$ cat src/spf_pkg.sv
// constants and types shared by the serial paged flash front end
//==================================================================
// Summary of operation
// RQ1 - output bit changes only after clock falls
// RQ2 - input bits captured on rising clock edges
// RQ3 - select high deselects, output tri-stated
// RQ4 - no instruction before first select falling edge
// RQ5 - reset pin low holds reset, output tri-stated
// RQ6 - reset pin low aborts running internal cycle
// RQ7 - protect pin low locks lowest 256 pages
// RQ8 - clock modes 0 and 3 both work
// RQ9 - up to 256 bytes within one page
// RQ10 - master sends opcode, three address bytes, data
// RQ11 - data stored from low address byte offset
// RQ12 - select rise starts fill, erase, program
// RQ13 - program clears bits only, write sets any
// RQ14 - busy flag set during internal cycles
// RQ15 - 32 sectors of 256 pages, 256 bytes
// RQ16 - page erase and sector erase supported
// RQ17 - master sends enable then modify sequence
// RQ18 - master should batch bytes per page
// RQ19 - master holds reset low during power-on
// RQ20 - all bytes most significant bit first
// RQ21 - select must rise on byte boundary
// RQ22 - modification needs enable latch set first
// RQ23 - access during internal cycle ignored
// RQ24 - byte index wraps inside the page
package spf_pkg;
   //==================================================================
   // geometry
   localparam int SECTORS = 32;
   localparam int SECTOR_PAGES = 256;
   localparam int PAGE_BYTES = 256;
   localparam int ADDR_W = 21;
   localparam int STEP_W = 17;
   localparam logic [4:0] PROT_SECTOR = 5'h00;
   localparam logic [7:0] ERASED_BYTE = 8'hff;
   //==================================================================
   // opcodes
   localparam logic [7:0] OP_WRITE_ENABLE_CMD = 8'h06;
   localparam logic [7:0] OP_WRDI = 8'h04;
   localparam logic [7:0] OP_RDSR = 8'h05;
   localparam logic [7:0] OP_PW = 8'h0a;
   localparam logic [7:0] OP_PP = 8'h02;
   localparam logic [7:0] OP_PE = 8'hdb;
   localparam logic [7:0] OP_SE = 8'hd8;
   //==================================================================
   // byte counter: 1 after opcode, HDR_BYTES once header is in, DATA_PHASE after a data byte
   localparam logic [2:0] HDR_BYTES = 3'h4;
   localparam logic [2:0] DATA_PHASE = 3'h5;
   // status byte layout
   localparam int ST_WIP_BIT = 0;
   localparam int ST_WEL_BIT = 1;
   // last step of each pass
   localparam logic [STEP_W-1:0] LOAD_LAST = 17'h001ff;
   localparam logic [STEP_W-1:0] PAGE_LAST = 17'h000ff;
   localparam logic [STEP_W-1:0] SECT_LAST = 17'h0ffff;
   //==================================================================
   typedef enum logic [1:0] {ST_IDLE, ST_LOAD, ST_ERASE, ST_PROG} spf_state_e;
   typedef struct packed {
      logic [ADDR_W-1:0] addr;
      logic [7:0] wdata;
      logic we;
   } spf_arr_req_s;
endpackage : spf_pkg

$ cat src/spf_front_end.sv
// serial bus slave front end and page buffer sequencer of the flash
`timescale 1ns/1ns
module spf_front_end
   import spf_pkg::*;
(
   input wire logic REF_CLK_IN,
   input wire logic RST_IN,
   input wire logic SCK_IN,
   input wire logic SDI_IN,
   input wire logic CS_N_IN,
   input wire logic HW_RESET_N_IN,
   input wire logic WP_N_IN,
   input wire logic [7:0] ARR_RDATA_IN,
   output logic SDO_OUT,
   output logic SDO_OE_OUT,
   output logic WIP_OUT,
   output spf_arr_req_s ARR_REQ_OUT
);
   //==================================================================
   // pin edge detection
   logic sck_prev;
   logic cs_prev;
   logic sck_rise;
   logic sck_fall;
   logic cs_fall;
   logic cs_rise;
   logic run;
   always_ff @(posedge REF_CLK_IN or posedge RST_IN)
   begin
      if (RST_IN)
      begin
         sck_prev <= 1'b0;
         cs_prev <= 1'b1;
      end
      else
      begin
         sck_prev <= SCK_IN;
         cs_prev <= CS_N_IN;
      end
   end
   // clock idle level does not matter: only edges are used (see RQ8)
   assign sck_rise = SCK_IN & ~sck_prev;
   assign sck_fall = ~SCK_IN & sck_prev;
   assign cs_fall = ~CS_N_IN & cs_prev;
   assign cs_rise = CS_N_IN & ~cs_prev;
   assign run = HW_RESET_N_IN;

   //==================================================================
   // arming: nothing is taken before a select falling edge
   logic armed;
   always_ff @(posedge REF_CLK_IN or posedge RST_IN)
   begin
      if (RST_IN)
         armed <= 1'b0;
      else if (!run)
         armed <= 1'b0;
      else if (cs_fall)
         armed <= 1'b1; // see RQ4
   end

   //==================================================================
   // serial shifter and header decode
   logic [6:0] shreg;
   logic [2:0] bit_cnt;
   logic [2:0] byte_cnt;
   logic [7:0] opcode;
   logic [ADDR_W-1:0] addr;
   logic [7:0] idx;
   logic [7:0] next_byte;
   logic active;
   logic byte_done;
   spf_state_e state;
   assign active = run && armed && !CS_N_IN;
   assign next_byte = {shreg, SDI_IN}; // msb arrives first, see RQ20
   assign byte_done = active && sck_rise && (bit_cnt == 3'h7);
   always_ff @(posedge REF_CLK_IN or posedge RST_IN)
   begin
      if (RST_IN)
      begin
         shreg <= 7'h00;
         bit_cnt <= 3'h0;
         byte_cnt <= 3'h0;
         opcode <= 8'h00;
         addr <= '0;
      end
      else if (!run || cs_fall)
      begin
         bit_cnt <= 3'h0;
         byte_cnt <= 3'h0;
         opcode <= 8'h00;
      end
      else if (active && sck_rise)
      begin
         shreg <= next_byte[6:0]; // see RQ2
         bit_cnt <= bit_cnt + 3'h1;
         if (bit_cnt == 3'h7)
         begin
            if (byte_cnt != DATA_PHASE)
               byte_cnt <= byte_cnt + 3'h1;
            case (byte_cnt)
               3'h0: opcode <= next_byte;
               3'h1: addr[ADDR_W-1:16] <= next_byte[4:0]; // 32 sectors only, see RQ15
               3'h2: addr[15:8] <= next_byte;
               3'h3: addr[7:0] <= next_byte;
               default: ;
            endcase
         end
      end
   end

   //==================================================================
   // page buffer: written from the bus, refilled from the array
   logic [7:0] page_buf [PAGE_BYTES];
   logic [PAGE_BYTES-1:0] touched;
   logic is_load;
   logic [STEP_W-1:0] step;
   logic [7:0] load_idx;
   logic pp_mode;
   assign is_load = (byte_cnt >= HDR_BYTES) && (opcode == OP_PW || opcode == OP_PP);
   assign load_idx = step[8:1];
   always_ff @(posedge REF_CLK_IN)
   begin
      if (byte_done && is_load && state == ST_IDLE)
         page_buf[idx] <= next_byte; // see RQ11
      else if (state == ST_LOAD && step[0])
      begin
         // untouched bytes take the array; program may only clear bits
         if (!touched[load_idx])
            page_buf[load_idx] <= ARR_RDATA_IN; // see RQ12
         else if (pp_mode)
            page_buf[load_idx] <= page_buf[load_idx] & ARR_RDATA_IN; // see RQ13
      end
   end

   // index starts at the low address byte and wraps within the page
   always_ff @(posedge REF_CLK_IN or posedge RST_IN)
   begin
      if (RST_IN)
      begin
         idx <= 8'h00;
         touched <= '0;
      end
      else if (state == ST_IDLE && byte_done && byte_cnt == 3'h3)
      begin
         idx <= next_byte; // see RQ11
         touched <= '0;
      end
      else if (state == ST_IDLE && byte_done && is_load)
      begin
         idx <= idx + 8'h1; // see RQ24, RQ9
         touched[idx] <= 1'b1;
      end
   end

   //==================================================================
   // command acceptance on select rise
   logic on_boundary;
   logic protected_tgt;
   logic start_ok;
   assign on_boundary = (bit_cnt == 3'h0); // see RQ21
   // lowest sector holds the 256 locked pages
   assign protected_tgt = !WP_N_IN && (addr[ADDR_W-1:16] == PROT_SECTOR); // see RQ7
   assign start_ok = run && armed && cs_rise && on_boundary && state == ST_IDLE; // see RQ23

   logic write_enable_latch;
   logic go_load;
   logic go_erase;
   assign go_load = start_ok && write_enable_latch && !protected_tgt && byte_cnt == DATA_PHASE
      && (opcode == OP_PW || opcode == OP_PP); // see RQ22
   assign go_erase = start_ok && write_enable_latch && !protected_tgt && byte_cnt == HDR_BYTES
      && (opcode == OP_PE || opcode == OP_SE); // see RQ16

   //==================================================================
   // internal cycle sequencer; reset pin aborts it at once
   logic sect_mode;
   logic pw_mode;
   logic [ADDR_W-1:0] base;
   always_ff @(posedge REF_CLK_IN or posedge RST_IN)
   begin
      if (RST_IN)
      begin
         state <= ST_IDLE;
         step <= '0;
         pp_mode <= 1'b0;
         pw_mode <= 1'b0;
         sect_mode <= 1'b0;
         base <= '0;
      end
      else if (!run)
         state <= ST_IDLE; // see RQ6
      else
      begin
         case (state)
            ST_IDLE:
            begin
               step <= '0;
               base <= {addr[ADDR_W-1:8], 8'h00};
               pp_mode <= (opcode == OP_PP);
               pw_mode <= (opcode == OP_PW);
               sect_mode <= (opcode == OP_SE);
               if (go_load)
                  state <= ST_LOAD; // see RQ12
               else if (go_erase)
                  state <= ST_ERASE;
            end
            ST_LOAD:
            begin
               step <= step + 17'h1;
               if (step == LOAD_LAST)
               begin
                  step <= '0;
                  state <= pw_mode ? ST_ERASE : ST_PROG; // see RQ13
               end
            end
            ST_ERASE:
            begin
               step <= step + 17'h1;
               if (step == (sect_mode ? SECT_LAST : PAGE_LAST))
               begin
                  step <= '0;
                  state <= (pw_mode) ? ST_PROG : ST_IDLE;
               end
            end
            ST_PROG:
            begin
               step <= step + 17'h1;
               if (step == PAGE_LAST)
                  state <= ST_IDLE;
            end
            default: state <= ST_IDLE;
         endcase
      end
   end

   // array request; a sector erase walks the whole sector
   always_ff @(posedge REF_CLK_IN or posedge RST_IN)
   begin
      if (RST_IN)
         ARR_REQ_OUT <= '0;
      else
      begin
         ARR_REQ_OUT.we <= 1'b0;
         ARR_REQ_OUT.wdata <= ERASED_BYTE;
         if (run && state == ST_LOAD)
            ARR_REQ_OUT.addr <= {base[ADDR_W-1:8], load_idx};
         else if (run && state == ST_ERASE)
         begin
            ARR_REQ_OUT.we <= 1'b1;
            if (sect_mode)
               ARR_REQ_OUT.addr <= {base[ADDR_W-1:16], step[15:0]};
            else
               ARR_REQ_OUT.addr <= {base[ADDR_W-1:8], step[7:0]};
         end
         else if (run && state == ST_PROG)
         begin
            ARR_REQ_OUT.we <= 1'b1;
            ARR_REQ_OUT.addr <= {base[ADDR_W-1:8], step[7:0]};
            ARR_REQ_OUT.wdata <= page_buf[step[7:0]];
         end
      end
   end

   //==================================================================
   // status: busy flag and write enable latch
   logic busy_end;
   assign busy_end = (state == ST_PROG && step == PAGE_LAST)
      || (state == ST_ERASE && !pw_mode && step == (sect_mode ? SECT_LAST : PAGE_LAST));
   always_ff @(posedge REF_CLK_IN or posedge RST_IN)
   begin
      if (RST_IN)
         WIP_OUT <= 1'b0;
      else if (!run)
         WIP_OUT <= 1'b0;
      else if (go_load || go_erase)
         WIP_OUT <= 1'b1; // see RQ14
      else if (busy_end)
         WIP_OUT <= 1'b0;
   end

   // latch drops on completion of any modify command or reset pin
   always_ff @(posedge REF_CLK_IN or posedge RST_IN)
   begin
      if (RST_IN)
         write_enable_latch <= 1'b0;
      else if (!run || busy_end)
         write_enable_latch <= 1'b0;
      else if (start_ok && byte_cnt == 3'h1 && opcode == OP_WRITE_ENABLE_CMD)
         write_enable_latch <= 1'b1; // see RQ22
      else if (start_ok && byte_cnt == 3'h1 && opcode == OP_WRDI)
         write_enable_latch <= 1'b0;
   end

   //==================================================================
   // serial output: status readback, always served even while busy
   logic [7:0] status;
   logic rdsr;
   always_comb
   begin
      status = 8'h00;
      status[ST_WIP_BIT] = WIP_OUT;
      status[ST_WEL_BIT] = write_enable_latch;
   end
   assign rdsr = active && byte_cnt != 3'h0 && opcode == OP_RDSR;
   always_ff @(posedge REF_CLK_IN or posedge RST_IN)
   begin
      if (RST_IN)
      begin
         SDO_OUT <= 1'b0;
         SDO_OE_OUT <= 1'b0;
      end
      else
      begin
         SDO_OE_OUT <= rdsr; // see RQ3, RQ5
         if (rdsr && sck_fall)
            SDO_OUT <= status[~bit_cnt]; // see RQ1, RQ20
      end
   end

   //==================================================================
   // checks
   a_sdo_fall_only: assert property (@(posedge REF_CLK_IN) disable iff (RST_IN) // see RQ1
      $changed(SDO_OUT) |-> $past(sck_fall))
      else $error("output changed without a clock fall");
   a_deselect_tristate: assert property (@(posedge REF_CLK_IN) disable iff (RST_IN) // see RQ3
      CS_N_IN |=> !SDO_OE_OUT)
      else $error("output driven while deselected");
   a_reset_pin_quiet: assert property (@(posedge REF_CLK_IN) disable iff (RST_IN) // see RQ5
      !HW_RESET_N_IN ##1 !HW_RESET_N_IN |-> !SDO_OE_OUT && !armed)
      else $error("output driven during reset pin");
   a_reset_abort: assert property (@(posedge REF_CLK_IN) disable iff (RST_IN) // see RQ6
      !HW_RESET_N_IN |=> state == ST_IDLE ##1 !ARR_REQ_OUT.we)
      else $error("cycle not aborted by reset pin");
   a_wp_lock: assert property (@(posedge REF_CLK_IN) disable iff (RST_IN) // see RQ7
      (state == ST_IDLE && protected_tgt) |=> state == ST_IDLE)
      else $error("locked page modified");
   a_wip_tracks: assert property (@(posedge REF_CLK_IN) disable iff (RST_IN) // see RQ14
      $rose(WIP_OUT) |-> ##1 state != ST_IDLE)
      else $error("busy flag without cycle");
   a_wel_needed: assert property (@(posedge REF_CLK_IN) disable iff (RST_IN) // see RQ22
      (state == ST_IDLE ##1 state != ST_IDLE) |-> $past(write_enable_latch, 2))
      else $error("cycle started without enable latch");
   a_byte_boundary: assert property (@(posedge REF_CLK_IN) disable iff (RST_IN) // see RQ21
      $rose(WIP_OUT) |-> $past(bit_cnt) == 3'h0)
      else $error("cycle started off byte boundary");
   a_unarmed_idle: assert property (@(posedge REF_CLK_IN) disable iff (RST_IN) // see RQ4
      !armed |=> !$rose(WIP_OUT) && !$rose(write_enable_latch))
      else $error("command taken before select edge");
   a_busy_ignores: assert property (@(posedge REF_CLK_IN) disable iff (RST_IN) // see RQ23
      (state == ST_PROG && HW_RESET_N_IN) |=> state != ST_LOAD)
      else $error("cycle disturbed while busy");
endmodule : spf_front_end

$ cat config.mk
export PLATFORM = sky130hd
export DESIGN_NAME = spf_front_end
export DESIGN_NICKNAME = d
export VERILOG_FILES = /design/src/spf_pkg.sv /design/src/spf_front_end.sv
export SDC_FILE = /design/constraint.sdc
export NUM_CORES = 2
export LEC_CHECK = 0
export BUFFER_PORTS_ARGS = -buffer_cell sky130_fd_sc_hd__buf_4
export CORE_UTILIZATION = 45
export DETAILED_ROUTE_END_ITERATION = 8
export HOLD_SLACK_MARGIN = 0.02
export PLACE_DENSITY = 0.69
export SLEW_MARGIN = 5
export SYNTH_ARGS = -nofsm -noshare
export SYNTH_HDL_FRONTEND = slang
export SYNTH_SLANG_ARGS = --single-unit
export TNS_END_PERCENT = 30
$ cat constraint.sdc
create_clock -name REF_CLK_IN -period 23.1 [get_ports REF_CLK_IN]
set_input_delay 4.62 -clock REF_CLK_IN [delete_from_list [all_inputs] [get_ports REF_CLK_IN]]
set_output_delay 4.62 -clock REF_CLK_IN [all_outputs]
set_load 0.005 [all_outputs]
; Yosys cells after proc, flatten, opt, wreduce, memory -nomap -nowiden
; Memories as Yosys holds them, arrays and structs flattened.
; Cells that the tools add are included.
[classes]
eq_ne = 26
n_bitwise = 13
n_lt_le_gt_ge = 5
muxes = 63
add_sub_neg = 4
n_reduce_logical = 65
[ops]
columns = operator, n
row1 = 256-bit 2-to-1 mux, 2
row2 = 256-bit bitwise OR, 1
row3 = 8-bit 2-to-1 mux, 10
row4 = 17-bit one-hot mux with 4 select lines, 1
row5 = 21-bit 2-to-1 mux, 2
row6 = 1-bit logical AND, 34
row7 = 17-bit 2-to-1 mux, 2
row8 = 16-bit 2-to-1 mux, 2
row9 = 30-bit 2-to-1 mux, 1
row10 = 1-bit 2-to-1 mux, 25
row11 = 8-bit by 3-bit equality test with 1-bit output (second input constant), 3
row12 = 8-bit by 9-bit less-than comparator with 1-bit output (second input constant), 2
row13 = 3-bit 2-to-1 mux, 6
row14 = 17-bit by 1-bit adder with 17-bit output (second input constant), 1
row15 = 17-bit by 16-bit equality test with 1-bit output, 1
row16 = 17-bit by 8-bit equality test with 1-bit output (second input constant), 1
row17 = 17-bit by 9-bit equality test with 1-bit output (second input constant), 1
row18 = 8-bit equality test (second input constant), 2
row19 = 2-bit 2-to-1 mux, 7
row20 = 3-bit != test (second input constant), 4
row21 = 4-bit AND reduction, 3
row22 = 2-bit nonzero test, 5
row23 = 3-bit equality test (second input constant), 3
row24 = 9-bit 2-to-1 mux, 1
row25 = 32 further kinds, 56
[word_totals]
word_cells = 201
n_memories = 1
mem_bits_rw = 2048
ff_bits = 370
[mem_list]
columns = name, depth, width, rd, rd_clocked_by_memory_dff, wr, line
row1 = page_buf, 256, 8, 2, 0, 1, spf_front_end.sv:113  ; logic [7:0] page_buf [PAGE_BYTES];

; Longest topological paths before layout
[depth]
ltp_word = 13
ltp_mapped = 18
depth_no_buf = 10

; Worst setup path after synthesis
; Ideal clock, no wire load.
[synth_path]
path_type = input to register
start = input port ARR_RDATA_IN[0]
end = memory page_buf[0][0] (data pin)
stages = 2
t_arrival_ns = 11.561
setup_ns = 1.592
setup_slack_ns = 9.947
path_buffers = 0
cell_sequence = nand2_1 -> o22ai_1
[synth_between]
elab_chain_len = 3
[synth_lines]
columns = item, line
row1 = from (decl), spf_front_end.sv:13  ; input wire logic [7:0] ARR_RDATA_IN,
row2 = 8-bit AND, spf_front_end.sv:131  ; page_buf[load_idx] <= page_buf[load_idx] & ARR_RDATA_IN;
row3 = 8-bit 2-to-1 mux (no line) (*) (2 in series), -
row4 = to (decl), spf_front_end.sv:113
; Mark *: on every way between the ends. The rest lies on a longest branch, timed or not.

; Worst setup path after layout
[layout_path]
start = register step[1]
end = memory page_buf[244][3] (data pin)
[layout_between]
elab_chain_len = 9
word_cells_on_any_way = 16
cone_classes = 12 x mux / 2 x bitwise / 1 x reduce/logical / 1 x memory
[layout_lines]
columns = item, line
row1 = from (decl), spf_front_end.sv:116  ; logic [STEP_W-1:0] step;
row2 = from (signal assigned), spf_front_end.sv:208  ; step <= step + 17'h1;
row3 = from (signal assigned), spf_front_end.sv:217  ; step <= step + 17'h1;
row4 = from (signal assigned), spf_front_end.sv:226  ; step <= step + 17'h1;
row5 = 1-bit binary-select mux with 8-bit select, spf_front_end.sv:128  ; if (!touched[load_idx])
row6 = 1-bit 2-to-1 mux (implied by the code), spf_front_end.sv:128
row7 = 1-bit 2-to-1 mux, spf_front_end.sv:128
row8 = 1-bit 2-to-1 mux, spf_front_end.sv:125  ; else if (state == ST_LOAD && step[0])
row9 = 1-bit 2-to-1 mux, spf_front_end.sv:123  ; if (byte_done && is_load && state == ST_IDLE)
row10 = "1-bit 2-to-1 mux, on equally long branches", "spf_front_end.sv:129, spf_front_end.sv:131"
row11 = 1-bit bitwise OR (no line), -
row12 = 8-bit OR reduction (no line), -
row13 = 8-bit 2-to-1 mux (no line) (*), -
; Mark *: on every way between the ends. The rest lies on a longest branch, timed or not. The select of a mux whose other input is x is not followed.

==> out/results.ini <==
[status]
status=complete, but fails checks
violations=capacitance limit, slew limit

[detailed_routing]
wl_um=324500
vias=64320
dr.pass1.iters=6
viasPerCell=6.814
ant_nets=0
wl_per_cell_um=34.37
drc=0
drt_iter0_drc=9663

[hold_path]
min-delay-start=touched[180]
hold_class=reg2reg
holdPathEnd=touched[180]
holdPathStages=2

[setup_path]
r2r_end=page_buf[244][3]
arrival_ps=10100
critPathKind=reg2reg
path_max_fanout=104
reg2reg_depth=13
cp-start-kind=register
rrSetupSlack_ps=13490
r2r_start=step[1]
crit_required_ps=23590
worstSetupEndpointType=register

[global_routing]
grt_pass1_vias=63670
track_usage=0.2581
grt.overflow.total=0
grt_start_max_net_pins=186
antenna_found_initial=11
grt_first_pass_wirelength_um=466200

[cts]
path_clk_slew_ps=60
ctsResizeCount=0
clk-insertion-delay-late_ps=950
postCtsHoldBufs=0
cts_tree=built
clk_path_buf_depth=4
clock_sinks=2418
cts.htree.levels=5
numCtsBuffers=274
clockRootBuffer=clkbuf_16
post_cts_buffers=0

[sta]
holdWs_ps=477.5
finalSetupViolCount=0
skew_ps=69.73
setup_slack_ps=13490
min_period_over_period=0.4158
worst_pin_slew_ps=1547
tns_ps=0
grt_setup_unrepaired=false
min_period_ps=9606
slew_headroom=-0.04084
hold_viol_final=0
slew_viol_final=2
fmax_mhz=104.1

[placed_design]
dpl.hpwl_um=206100
dpl_cell_area_um2=116800
gp_congestion=0.9181
place_ws_ps=13940
port_buffers=47
place_inst=8966

[die]
die_x_um=503.0
start_util=0.4535
core_um2=249100
row_count=183
die_area_um2=253100
die_h_um=503.0
ios=48

[synthesis]
synth_top_area_share=0.5444
yosysMostFrequentCell=edfxtp_1
synth_cells=5908
syn_area_um2=113000
synth.largest_area_cell=edfxtp_1
synth_ff_type=edfxtp_1
async_flop_share=0.1530
syn_avg_cell_area_um2=19.12
ys_types=68
synth_nets=5936
ys_seq_area_frac=0.6263
synth_top_cells_by_count=2048 x edfxtp_1, 1356 x mux4_2, 369 x dfrtp_1
yosysWarnings=0
synth_edf_count=2048
synthTopCellsByArea=edfxtp_1 54%, mux4_2 27%, dfrtp_1 8.2%, nand2_1 1.1%, o21ai_0 0.93%
ys_ff_latch=2418

[job]
drv_cap=1

[cells_and_area]
synthToLayoutAreaGrowth_pct=11.04
layoutNonFillerInstCount=9440
finalNetCount=5940
stdcell_area_um2=125400
drive_gt1_frac=0.3476

[power]
p_per_area_nw_per_um2=74.80
ir_drop_v=0.00006934
p_leak_uw=0.03910

## stage by stage
| stage | power [µW] | util |
|---|---|---|
| final | 9383 | 0.5035 |
| after global routing | 9598 | 0.5035 |
| after CTS | 9425 | 0.5031 |
| after detailed placement | 5240 | 0.4687 |
| after global placement | 5233 | 0.4686 |
| after floorplan | 5140 | - |
## how the worst max path moves through the flow
stage	start	end	slack, ps	cells after the start
3_5_place_dp	step[1]	page_buf[247][3]	13940	13
4_1_cts	step[1]	page_buf[244][3]	13890	13
6_report	step[1]	page_buf[244][3]	13490	13
3_3_place_gp	step[1]	page_buf[4][3]	14140	13
5_1_grt	step[1]	page_buf[244][3]	13290	13
2_1_floorplan	RST_IN	ARR_REQ_OUT[0]	8210	1
## layout by cell type, fill, tap and decap left out, types with 8 or more instances in the layout
cell / synthesis / final
o22ai_4: 0 / 8
nand2_1: 338 / 338
a22oi_1: 29 / 26
clkbuf_1: 248 / 46
inv_1: 36 / 34
dfrtp_1: 369 / 363
buf_12: 2 / 14
nor2b_1: 9 / 9
nand2b_1: 15 / 15
a221oi_1: 27 / 27
nor2_1: 232 / 228
a222oi_1: 9 / 9
nand4_1: 11 / 11
mux4_2: 1356 / 1356
mux2i_4: 0 / 8
bufinv_16: 0 / 23
nor4_1: 11 / 10
and2_1: 17 / 18
o22ai_1: 30 / 22
edfxtp_1: 2048 / 2048
a31oi_1: 17 / 16
nor3_1: 178 / 152
nor3_2: 39 / 65
nand3_1: 37 / 36
o21ai_0: 210 / 210
buf_4: 36 / 213
clkinv_1: 2 / 46
inv_6: 0 / 9
clkbuf_16: 0 / 279
clkinvlp_4: 0 / 10
mux2i_1: 67 / 52
clkinv_2: 0 / 42
mux2_2: 43 / 43
o31ai_1: 11 / 11
o21ai_1: 9 / 9
a22o_1: 28 / 28
a21oi_1: 134 / 134
ha_1: 13 / 13
## flip-flops by register name (all words and copies together) (netlist names), 8 cells and up
signal       cells
step            17
page_buf      2048
idx              8
addr            13
ARR_REQ_OUT     30
touched        256
base            13
opcode           8
## layout make-up
cell class | instances | area [µm²]
Inverter | 41 | 177.7
Tap cell | 3330 | 4167
Multi-Input combinational cell | 2950 | 39860
Clock inverter | 136 | 1309
Clock buffer | 332 | 7251
Sequential cell | 2418 | 70780
Fill cell | 19780 | 123700
Antenna cell | 6 | 15.01
Timing Repair Buffer | 227 | 1879
## kinds of logic after synthesis
group | share of synthesized area
buffers and inverters | 0.02470
flip-flops | 0.6263
AND/OR/NAND/NOR | 0.03779
AO/OA/AOI/OAI | 0.02886
XOR/XNOR | 0.0003102
adder cells (fa/ha/maj) | 0.001440
multiplexers | 0.2806
## per-layer routing
layer | global-route usage | vias up | part of all wire
met2 | 0.3942 | 4341 | 0.47
met5 | 0.002284 | - | 0.00022
met1 | 0.3489 | 34240 | 0.37
met3 | 0.07132 | 748 | 0.12
li1 | - | 24980 | -
met4 | 0.1103 | 12 | 0.046
## where the power goes
| part | switching, µW | internal, µW |
|---|---|---|
| clock network | 1750 | 2490 |
| logic | 229 | 159 |
| registers | 7.40 | 4750 |
## worst max-delay path, stage by stage (launching register included)
cell and delay [ps]:
dfrtp_4 930, buf_12 540, buf_12 500, buf_4 600, buf_4 500, mux4_2 580, mux4_2 580, o22ai_1 690
a211oi_1 200, nor4_1 1290, o22ai_4 490, buf_4 560, buf_4 580, buf_4 580
Power figures use the tool's default switching activity.
